[config.mk]
export PLATFORM = sky130hd
export DESIGN_NAME = io_register_access_timing_bridge
export DESIGN_NICKNAME = d
export VERILOG_FILES = /design/src/verilog/io_bridge_pkg.sv /design/src/verilog/sync_edge_wait.sv /design/src/verilog/io_register_access_timing_bridge.sv
export VERILOG_INCLUDE_DIRS = /design/src /design/src/verilog
export SDC_FILE = /design/constraint.sdc
export NUM_CORES = 1
export LEC_CHECK = 0
export ABC_AREA = 1
export BUFFER_PORTS_ARGS = -buffer_cell sky130_fd_sc_hd__buf_2
export CORE_MARGIN = 4
export CORE_UTILIZATION = 43
export DETAILED_ROUTE_END_ITERATION = 8
export GPL_ROUTABILITY_DRIVEN = 0
export PLACE_DENSITY_LB_ADDON = 0.25
export SLEW_MARGIN = 10
export SYNTH_ARGS = -nofsm -noshare
export SYNTH_HDL_FRONTEND = slang
export SYNTH_SLANG_ARGS = --single-unit
export TNS_END_PERCENT = 100
[constraint.sdc]
create_clock -name ref_clk -period 3.3 [get_ports ref_clk]
set_clock_uncertainty 0.05 [all_clocks]
set_input_delay 0.66 -clock ref_clk [delete_from_list [all_inputs] [get_ports ref_clk]]
set_output_delay 0.66 -clock ref_clk [all_outputs]
set_load 0.02 [all_outputs]
[src/verilog/io_bridge_params.svh]
// constants for the i/o register access bridge
// assumes one system clock; target clocks arrive as enable ticks
`ifndef IO_BRIDGE_PARAMS_SVH
`define IO_BRIDGE_PARAMS_SVH
`define MAIN_BUS_CYCLES 4'h1
`define BUS_SEL_W 3
`define BUS_NONE 3'h0
`define BUS_PERIPH1 3'h1
`define BUS_PERIPH6 3'h6
`define BUS_EXTCTRL 3'h7
`define CLK_PERIOD_NS 10
`endif

[src/verilog/io_bridge_pkg.sv]
// types shared by the i/o register access bridge
// assumes the params header sits beside it
package io_bridge_pkg;
    typedef enum logic [2:0] {
        IDLE, MAINBUS, SYNC, PERIPH, DONE
    } bridge_state_t;
    typedef logic [3:0] cycle_count_t;
endpackage

[src/verilog/sync_edge_wait.sv]
// waits for the next target clock tick before a peripheral access
// assumes targetTick is a one-cycle pulse in the system clock domain
`timescale 1ns/1ps
`default_nettype none
module sync_edge_wait
(
    // clock and reset
    input wire logic ref_clk,
    input wire logic reset,
    // control
    input wire logic start,
    input wire logic targetTick,
    output logic aligned
);
    logic waiting;
    logic next_waiting;

    always_comb begin
        next_waiting = waiting;
        if (start && !targetTick) begin
            next_waiting = 1'b1;
        end else if (targetTick) begin
            next_waiting = 1'b0;
        end
    end

    always_ff @(posedge ref_clk or posedge reset) begin
        if (reset) begin
            waiting <= 1'b0;
        end else begin
            waiting <= next_waiting;
        end
    end

    // slack depends on where the access falls against the tick
    assign aligned = (start || waiting) && targetTick; // RULE4
endmodule
`default_nettype wire

[src/verilog/io_register_access_timing_bridge.sv]
// cpu to peripheral register bridge with cycle-accurate stalling
// assumes target clocks are given as ticks of ref_clk, ratio >= 1
`timescale 1ns/1ps
`default_nettype none
`include "io_bridge_params.svh"
// Function
// RULE1: access time is main-bus cycles plus sync cycles plus peripheral-bus cycles.
// RULE2: the peripheral-bus share comes per register from the busCycles input.
// RULE3: sync is added only for buses two to six and bus-control registers, not bus-error ones.
// RULE4: sync length follows the clock ratio and where the access falls against target ticks.
// RULE5: with a faster system clock, main-bus plus sync fit inside one target period.
// RULE6: that one target period is budgeted on top of the per-register count.
// RULE7: with a slower system clock, the next access starts the cycle after completion.
// RULE8: bus-control registers budget one external-bus clock period for main-bus plus sync.
// RULE9: counts hold only with no contention from other masters or external fetches.
// RULE10: software reads back only the last written register to ensure completion.
// RULE11: the cpu is stalled until the peripheral access ends, then gets data or an ack.
module io_register_access_timing_bridge
    import io_bridge_pkg::*;
#(
    parameter int DATA_W = 32,
    parameter int ADDR_W = 24
)
(
    // clock and reset
    input wire logic ref_clk,
    input wire logic reset,
    // cpu side
    input wire logic cpuReq,
    input wire logic cpuWrite,
    input wire logic [ADDR_W-1:0] cpuAddr,
    input wire logic [DATA_W-1:0] cpuWdata,
    input wire logic [`BUS_SEL_W-1:0] busSel,
    input wire logic busErrorReg,
    input wire logic [3:0] busCycles,
    input wire logic systemSlower,
    output logic cpuReady,
    output logic [DATA_W-1:0] cpuRdata,
    output logic [5:0] lastAccessCycles,
    // contention from other masters
    input wire logic otherMasterBusy,
    // target clock ticks
    input wire logic periphTick,
    input wire logic extBusTick,
    // peripheral side
    output logic periphReq,
    output logic periphWrite,
    output logic [`BUS_SEL_W-1:0] periphBus,
    output logic [ADDR_W-1:0] periphAddr,
    output logic [DATA_W-1:0] periphWdata,
    input wire logic [DATA_W-1:0] periphRdata
);
    // ---------------------------------------------------------------
    // state and datapath
    // ---------------------------------------------------------------
    bridge_state_t state, next_state;
    cycle_count_t count, next_count;
    logic [5:0] total, next_total;
    logic [DATA_W-1:0] next_cpuRdata;
    logic [`BUS_SEL_W-1:0] next_periphBus;
    logic [ADDR_W-1:0] next_periphAddr;
    logic [DATA_W-1:0] next_periphWdata;
    logic next_periphWrite;
    logic needSync;
    logic syncStart;
    logic aligned;
    logic targetTick;
    logic takeReq;
    logic lastPeriph;

    // ---------------------------------------------------------------
    // counting helpers
    // ---------------------------------------------------------------
    // total saturates so a tick that never comes cannot wrap the figure
    function automatic logic [5:0] add_cycle(input logic [5:0] cur);
        add_cycle = (cur == 6'h3F) ? cur : cur + 6'h01;
    endfunction

    function automatic logic at_last(input cycle_count_t cur);
        at_last = (cur <= 4'h1);
    endfunction

    // a zero per-register figure still costs one peripheral-bus cycle
    function automatic cycle_count_t periph_load(input logic [3:0] cycles);
        periph_load = (cycles == 4'h0) ? 4'h1 : cycles;
    endfunction

    // ---------------------------------------------------------------
    // sync decision
    // ---------------------------------------------------------------
    function automatic logic sync_needed(input logic [`BUS_SEL_W-1:0] sel, input logic berr);
        sync_needed = !berr && ((sel > `BUS_PERIPH1 && sel <= `BUS_PERIPH6)
                      || sel == `BUS_EXTCTRL); // RULE3
    endfunction

    assign needSync = sync_needed(periphBus, busErrorReg);
    // bus-control side waits on external-bus ticks
    assign targetTick = (periphBus == `BUS_EXTCTRL) ? extBusTick : periphTick; // RULE8
    assign syncStart = (state == MAINBUS) && needSync && !systemSlower;

    sync_edge_wait u_sync (
        .ref_clk(ref_clk),
        .reset(reset),
        .start(syncStart),
        .targetTick(targetTick),
        .aligned(aligned)
    );

    // ---------------------------------------------------------------
    // access sequencer
    // ---------------------------------------------------------------
    assign takeReq = (state == IDLE) && cpuReq && !otherMasterBusy;
    assign lastPeriph = (state == PERIPH) && at_last(count);

    always_comb begin
        next_state = state;
        next_count = count;
        next_total = total;
        unique case (state)
            IDLE: begin
                // other masters hold the bus; the fixed counts do not apply then
                if (takeReq) begin // RULE9
                    next_state = MAINBUS;
                    next_count = `MAIN_BUS_CYCLES;
                    next_total = 6'h00;
                end
            end
            MAINBUS: begin
                next_total = add_cycle(total); // RULE1
                if (at_last(count)) begin
                    // main bus and sync overlap inside one target period
                    if (needSync && !systemSlower) begin // RULE5
                        next_state = aligned ? PERIPH : SYNC; // RULE6
                    end else begin
                        next_state = PERIPH;
                    end
                    next_count = periph_load(busCycles); // RULE2
                end else begin
                    next_count = count - 4'h1;
                end
            end
            SYNC: begin
                next_total = add_cycle(total); // RULE1
                if (aligned) begin
                    next_state = PERIPH;
                end
            end
            PERIPH: begin
                next_total = add_cycle(total); // RULE1
                if (lastPeriph) begin
                    next_state = DONE;
                end else begin
                    next_count = count - 4'h1;
                end
            end
            DONE: begin
                // next access may begin on the following cycle
                next_state = IDLE; // RULE7
            end
        endcase
    end

    // ---------------------------------------------------------------
    // sequencer registers
    // ---------------------------------------------------------------
    always_ff @(posedge ref_clk or posedge reset) begin
        if (reset) begin
            state <= IDLE;
            count <= 4'h0;
            total <= 6'h00;
        end else begin
            state <= next_state;
            count <= next_count;
            total <= next_total;
        end
    end

    // ---------------------------------------------------------------
    // request capture and read data
    // ---------------------------------------------------------------
    // fields held from the take edge until the next request
    always_comb begin
        next_periphBus = periphBus;
        next_periphAddr = periphAddr;
        next_periphWdata = periphWdata;
        next_periphWrite = periphWrite;
        next_cpuRdata = cpuRdata;
        if (takeReq) begin
            next_periphBus = busSel;
            next_periphAddr = cpuAddr;
            next_periphWdata = cpuWdata;
            next_periphWrite = cpuWrite;
        end
        // read data caught on the last peripheral-bus cycle only
        if (lastPeriph && !periphWrite) begin // RULE11
            next_cpuRdata = periphRdata;
        end
    end

    always_ff @(posedge ref_clk or posedge reset) begin
        if (reset) begin
            cpuRdata <= '0;
            periphBus <= `BUS_NONE;
            periphAddr <= '0;
            periphWdata <= '0;
            periphWrite <= 1'b0;
        end else begin
            cpuRdata <= next_cpuRdata;
            periphBus <= next_periphBus;
            periphAddr <= next_periphAddr;
            periphWdata <= next_periphWdata;
            periphWrite <= next_periphWrite;
        end
    end

    // ---------------------------------------------------------------
    // handshake outputs
    // ---------------------------------------------------------------
    // cpu stalls until completion, then one ready pulse
    assign cpuReady = (state == DONE); // RULE11
    assign periphReq = (state == PERIPH);
    assign lastAccessCycles = total;
endmodule
`default_nettype wire

== Word-level counts from Yosys, hierarchy flattened ==
Index checks and enable logic that the tools add are counted.

* Memories: 0
* Bits in latches: 0
* Word-level logic and storage cells: 71
* Output and inout bits: 100
* Memory bits (writable): 0
* Register bits: 106
* Input bits: 104
* Memory bits (read-only): 0

* Divide/modulo/power cells: 0
* Bitwise logic cells: 0
* Reduce and logical (&&, ||, !) cells: 27
* Muxes and demuxes: 18
* Eq/ne operators: 12
* Shift operators: 0
* $add $sub $neg: 2
* Multiply operators: 0
* Order comparisons: 3

{| class="wikitable"
|+ Operators by type and width
! operator !! number
|-
| 2-to-1 mux 4 bit || 4
|-
| one-hot mux 3 bit (5 select lines) || 1
|-
| 2-to-1 mux 3 bit || 4
|-
| 2-to-1 mux 6 bit || 2
|-
| one-hot mux 4 bit (3 select lines) || 1
|-
| one-hot mux 6 bit (2 select lines) || 1
|-
| logical AND 1 bit || 11
|-
| inequality test 2 bit, second input constant || 4
|-
| adder 6 x 1 -> 6 bit, second input constant || 1
|-
| equality test 3 x 2 -> 1 bit, second input constant || 2
|-
| equality test 3 bit, second input constant || 2
|-
| equality test 6 bit, second input constant || 1
|-
| AND reduction 3 bit || 2
|-
| zero test 1 bit || 5
|-
| 2-to-1 mux 1 bit || 5
|-
| less-or-equal comparator 4 x 1 -> 1 bit, second input constant || 1
|-
| zero test 4 bit || 1
|-
| inequality test 2 x 1 -> 1 bit, second input constant || 2
|-
| AND reduction 4 bit || 1
|-
| nonzero test 2 bit || 2
|-
| subtractor 4 x 1 -> 4 bit, second input constant || 1
|-
| equality test 3 x 1 -> 1 bit, second input constant || 1
|-
| greater-than comparator 3 x 1 -> 1 bit, second input constant || 1
|-
| less-or-equal comparator 3 bit, second input constant || 1
|-
| other kinds (4) || 5
|}

== Logic depth before layout (Yosys ltp) ==
* Depth after elaboration: 12
* Mapped depth: 10
* Depth with buffers taken out: 10

== Modules after synthesis ==
Synthesis repeated with hierarchy kept, for this count alone.

* Cells, all modules: 548
* Area, all modules: 4,859.7 µm²

{| class="wikitable"
|+ By module, submodules not included
! module !! area each (µm²) !! cells an instance !! instances
|-
| io_register_access_timing_bridge || 4,815.9 || 542 || 1
|-
| sync_edge_wait || 43.8 || 6 || 1
|}

== Worst setup path after synthesis ==
No wires, ideal clock.

* Path type: input to register
* From: in cpuReq
* To: reg periphAddr[0]
* Setup time: 125 ps
* Stages: 6
* Data arrival time: 1,499 ps
* Data required time: 3,125 ps
* Slack: 1,626 ps
* Cell sequence: inv_1 or2_1 clkinv_1 nand2_4 buf_6 mux2_4

* Cells in the longest elaborated chain, start to end: 2

{| class="wikitable"
|+ RTL lines
! item !! line !! source
|-
| start: declaration || io_register_access_timing_bridge.sv:29 || <nowiki>input wire logic cpuReq,</nowiki>
|-
| logical AND 1 bit (2 in series) || io_register_access_timing_bridge.sv:112 || <nowiki>assign takeReq = (state == IDLE) && cpuReq && !otherMasterBusy;</nowiki>
|-
| end signal: assignment || io_register_access_timing_bridge.sv:210 || <nowiki>periphAddr <= next_periphAddr;</nowiki>
|-
| end: declaration || io_register_access_timing_bridge.sv:49 || <nowiki>output logic [ADDR_W-1:0] periphAddr,</nowiki>
|}

Every way passes these cells.
A chain may end at the register's enable or synchronous reset.

== Worst setup path in the final report ==
* From: reg count[0]
* To: reg cpuRdata[4]

* Cells in the longest elaborated chain, start to end: 3

{| class="wikitable"
|+ RTL lines
! item !! line !! source
|-
| start: declaration || io_register_access_timing_bridge.sv:57 || <nowiki>cycle_count_t count, next_count;</nowiki>
|-
| start signal: assignment || io_register_access_timing_bridge.sv:173 || <nowiki>count <= next_count;</nowiki>
|-
| less-or-equal comparator 4 x 1 -> 1 bit || io_register_access_timing_bridge.sv:80 || <nowiki>at_last = (cur <= 4'h1);</nowiki>
|-
| logical AND 1 bit || io_register_access_timing_bridge.sv:113 || <nowiki>assign lastPeriph = (state == PERIPH) && at_last(count);</nowiki>
|-
| logical AND 1 bit || io_register_access_timing_bridge.sv:195 || <nowiki>if (lastPeriph && !periphWrite) begin</nowiki>
|-
| end signal: assignment || io_register_access_timing_bridge.sv:208 || <nowiki>cpuRdata <= next_cpuRdata;</nowiki>
|-
| end: declaration || io_register_access_timing_bridge.sv:38 || <nowiki>output logic [DATA_W-1:0] cpuRdata,</nowiki>
|}

Every way passes these cells.

==> results by group <==
Outcome
  – Run status: finished clean

Setup path
  – Crit path launch type: register
  – Worst reg2reg path depth: 9
  – Worst Path Arrival: 2.56 ns
  – Critical path required time: 3.50 ns
  – Worst-path fanout max: 34
  – Crit Path Class: register to register
  – CP endpoint kind: register

Die
  – Die Span X: 112.1 µm
  – Ports: 204
  – Die area: 0.01257 mm²
  – Row cnt: 37
  – Initial Util: 0.4473
  – Die Span Y: 112.1 µm
  – CORE AREA: 0.01042 mm²

Drt
  – Via density: 4.845
  – Via Count: 3619
  – Routed wire per std cell: 14.91 µm
  – Antenna-violating nets left: 0
  – DRT Pass-1 Iters: 4
  – Routed wire length: 11.14 mm
  – Routed wl met2: 5.153 mm
  – DRT iter0 DRCs: 227
  – Wire length on met1: 4.885 mm
  – Met3 Wirelength: 963 µm
  – Remaining DRCs: 0
  – Top layer in use: met4

Power and ir drop
  – Static leakage power: 3.400 nW
  – Switch Pwr: 2.701 mW
  – Clk pwr share: 0.120
  – Pwr Total: 6.229 mW
  – Logic pwr share: 0.504
  – Sw frac: 0.4336
  – Power Density: 1040 mW/mm²
  – Share of power burned in registers: 0.376
  – Internal: 3.528 mW
  – Max VDD drop: 0.5584 mV

Clock tree
  – Worst-path clk slew: 0.10 ns
  – CTS tree: built
  – CTS root buffer: clkbuf_8
  – Clk_lat worst skew: 0.36 ns
  – CTS Buf Count: 9
  – Clock Sinks: 106
  – Number of hold buffers added after cts: 0
  – Post-CTS Resized: 0
  – H-tree Lvls: 3
  – CTS Buffer Depth: 2
  – Post-CTS Setup Inserts: 0

STA
  – Tcrit/Tclk final: 0.7150
  – Setup_tns: 0 ns
  – # setup viols final: 0
  – F_max: 0.4238 GHz
  – Minimum clock period: 2.359 ns
  – Slew margin rel.: 0.3691
  – RSZ-0062 raised after global routing: false
  – Final Max Tran Viols: 0
  – Fin. Hold Viols: 0
  – Slew of the pin with the lowest slew margin: 0.9405 ns

Layout
  – Area growth from synthesis to layout: 28.54%
  – Diodes inserted: 0
  – Post-layout util: 0.5750
  – Layout cell share with drive strength beyond 1: 0.4926
  – Nets: 713

Logic synthesis
  – Synth Register Bits: 106
  – Yosys warnings: 0
  – Synthesized area: 0.004659 mm²
  – Post-synthesis net count: 509
  – Post-Synth Adder-Cell Area: 0.008056
  – Post-synth cell types: 29
  – Average size of a mapped cell: 11.59 µm²
  – Post-synthesis mux area share: 0.1893
  – Simple-Gate Fraction of Synth Area: 0.1606
  – Synth Area in Compound Gates: 0.01907
  – Post-synthesis xor/xnor area fraction: 0.01128
  – Cells after Synth: 402
  – Sequential fraction of the synthesis area: 0.5693
  – Largest family of logic cells by synthesized area: multiplexers

Place
  – HPWL after detailed placement: 8.473 mm
  – Port bufs: 203

Global routing
  – Initial antenna violation count: 0
  – Vias in the first global route: 3688
  – Total Routing Usage GR: 0.1794
  – First-pass GRT wire length: 18.47 mm
  – Pin count of the biggest net entering global routing: 47
  – Global route overflow: 0

Hold path
  – Worst hold path class: register to register
  – WHS Path Cells: 2

Flow run
  – Max cap viols: 0
critical path, stage by stage, from the launching register on:
cell and delay, ns:
dfrtp_1 0.42, inv_1 0.10, ha_1 0.20, o21ai_2 0.11, inv_1 0.07, nand2_1 0.07, inv_2 0.43, nand2_2 0.52
nand2_1 0.18, nand2_1 0.07
worst paths after layout:
kind	start	end	slack [ns]
max	count[0]	cpuRdata[4]	0.94
min	cpuRdata[18]	cpuRdata[18]	0.42
max reg2reg	count[0]	cpuRdata[4]	0.94
min reg2reg	cpuRdata[18]	cpuRdata[18]	0.42
max in group asynchronous	reset	cpuRdata[19]	2.05
min in group asynchronous	reset	periphWdata[11]	0.44
power groups by stage:
stage               Combinational (mW)  Clock (mW)  Sequential, mW
finish                            3.14       0.748            2.34
detailed placement                3.19           0            2.34
global placement                  3.11           0            2.34
floorplan                         1.47           0            3.05
global route                      3.43       0.828            2.42
CTS                               3.19       0.779            2.34
registers in the layout, indices dropped and copies added, names as in the netlist:
name,count
cpuRdata,32
periphWdata,32
periphAddr,24
lastAccessCycles,6
count,4
periphBus,3
state,3
periphWrite,1
u_sync.waiting,1
synthesized netlist by cell type, drive strengths merged:
cell type	count	area, µm²
buf	12	100.1
nand2	118	460.4
o31ai	1	7.510
mux2	59	882.1
o211ai	1	7.510
nor2	15	76.32
a21oi	3	15.01
ha	3	37.54
xnor2	4	35.03
clkinv	2	7.510
dfrtp	106	2653
clkbuf	3	11.26
or2	1	6.260
o21ai	11	58.80
nor3	1	5.000
inv	21	78.82
xor2	2	17.52
nand3	39	200.2
cell usage in the layout, fill, tap and decap left out, types with 2 or more instances in the layout:
| cell | Yosys | layout |
|---|---|---|
| inv_2 | 6 | 6 |
| nand2_1 | 113 | 113 |
| nor2_1 | 11 | 11 |
| xor2_1 | 2 | 2 |
| clkbuf_8 | 0 | 10 |
| buf_2 | 5 | 203 |
| inv_1 | 15 | 14 |
| xnor2_1 | 4 | 4 |
| nand2_2 | 4 | 4 |
| dfrtp_1 | 106 | 106 |
| nor2_2 | 2 | 2 |
| o21ai_0 | 9 | 9 |
| a21oi_1 | 3 | 3 |
| ha_1 | 3 | 3 |
| clkinvlp_4 | 0 | 4 |
| clkinv_1 | 2 | 2 |
| clkinv_4 | 0 | 2 |
| mux2_4 | 58 | 58 |
| nand3_1 | 38 | 38 |
| nor2_4 | 2 | 2 |
| buf_4 | 1 | 3 |
| buf_12 | 0 | 2 |
cells by family (layout without fill, tap and decap cells):
| family | Yosys count | in the layout |
|---|---|---|
| compound gates | 16 | 16 |
| xor+xnor | 6 | 6 |
| fa+ha+maj | 3 | 3 |
| buf+inv | 38 | 247 |
| flops | 106 | 106 |
| mux | 59 | 59 |
| simple gates | 174 | 174 |
metrics by stage:
stage | cells | worst slack [ns] | cell area (µm²) | hold slack (ns)
CTS | 747 | 0.9433 | 5989 | 0.4297
global placement | 731 | 1.045 | 5801 | 0.3989
global route | 747 | 0.7048 | 5989 | 0.4474
floorplan | 402 | 1.316 | 4663 | 0.4201
detailed placement | 731 | 0.9408 | 5801 | 0.4050
finish | 747 | 0.9406 | 5989 | 0.4247
layer usage:
metal,global-route usage,up-vias
met2,0.2817,168
met5,0,-
met3,0.04474,11
met4,0.05529,0
met1,0.2473,1733
li1,-,1707
area by class of cell:
class,count,area (µm²)
inverter,23,90.09
clock inverter,6,51.30
clock buffer,10,137.6
sequential,106,2653
tap,136,170.2
timing repair buffer,208,1079
multi-input combinational,258,1809
fill,908,4427
Note: power is estimated with default switching activity, not from simulation.
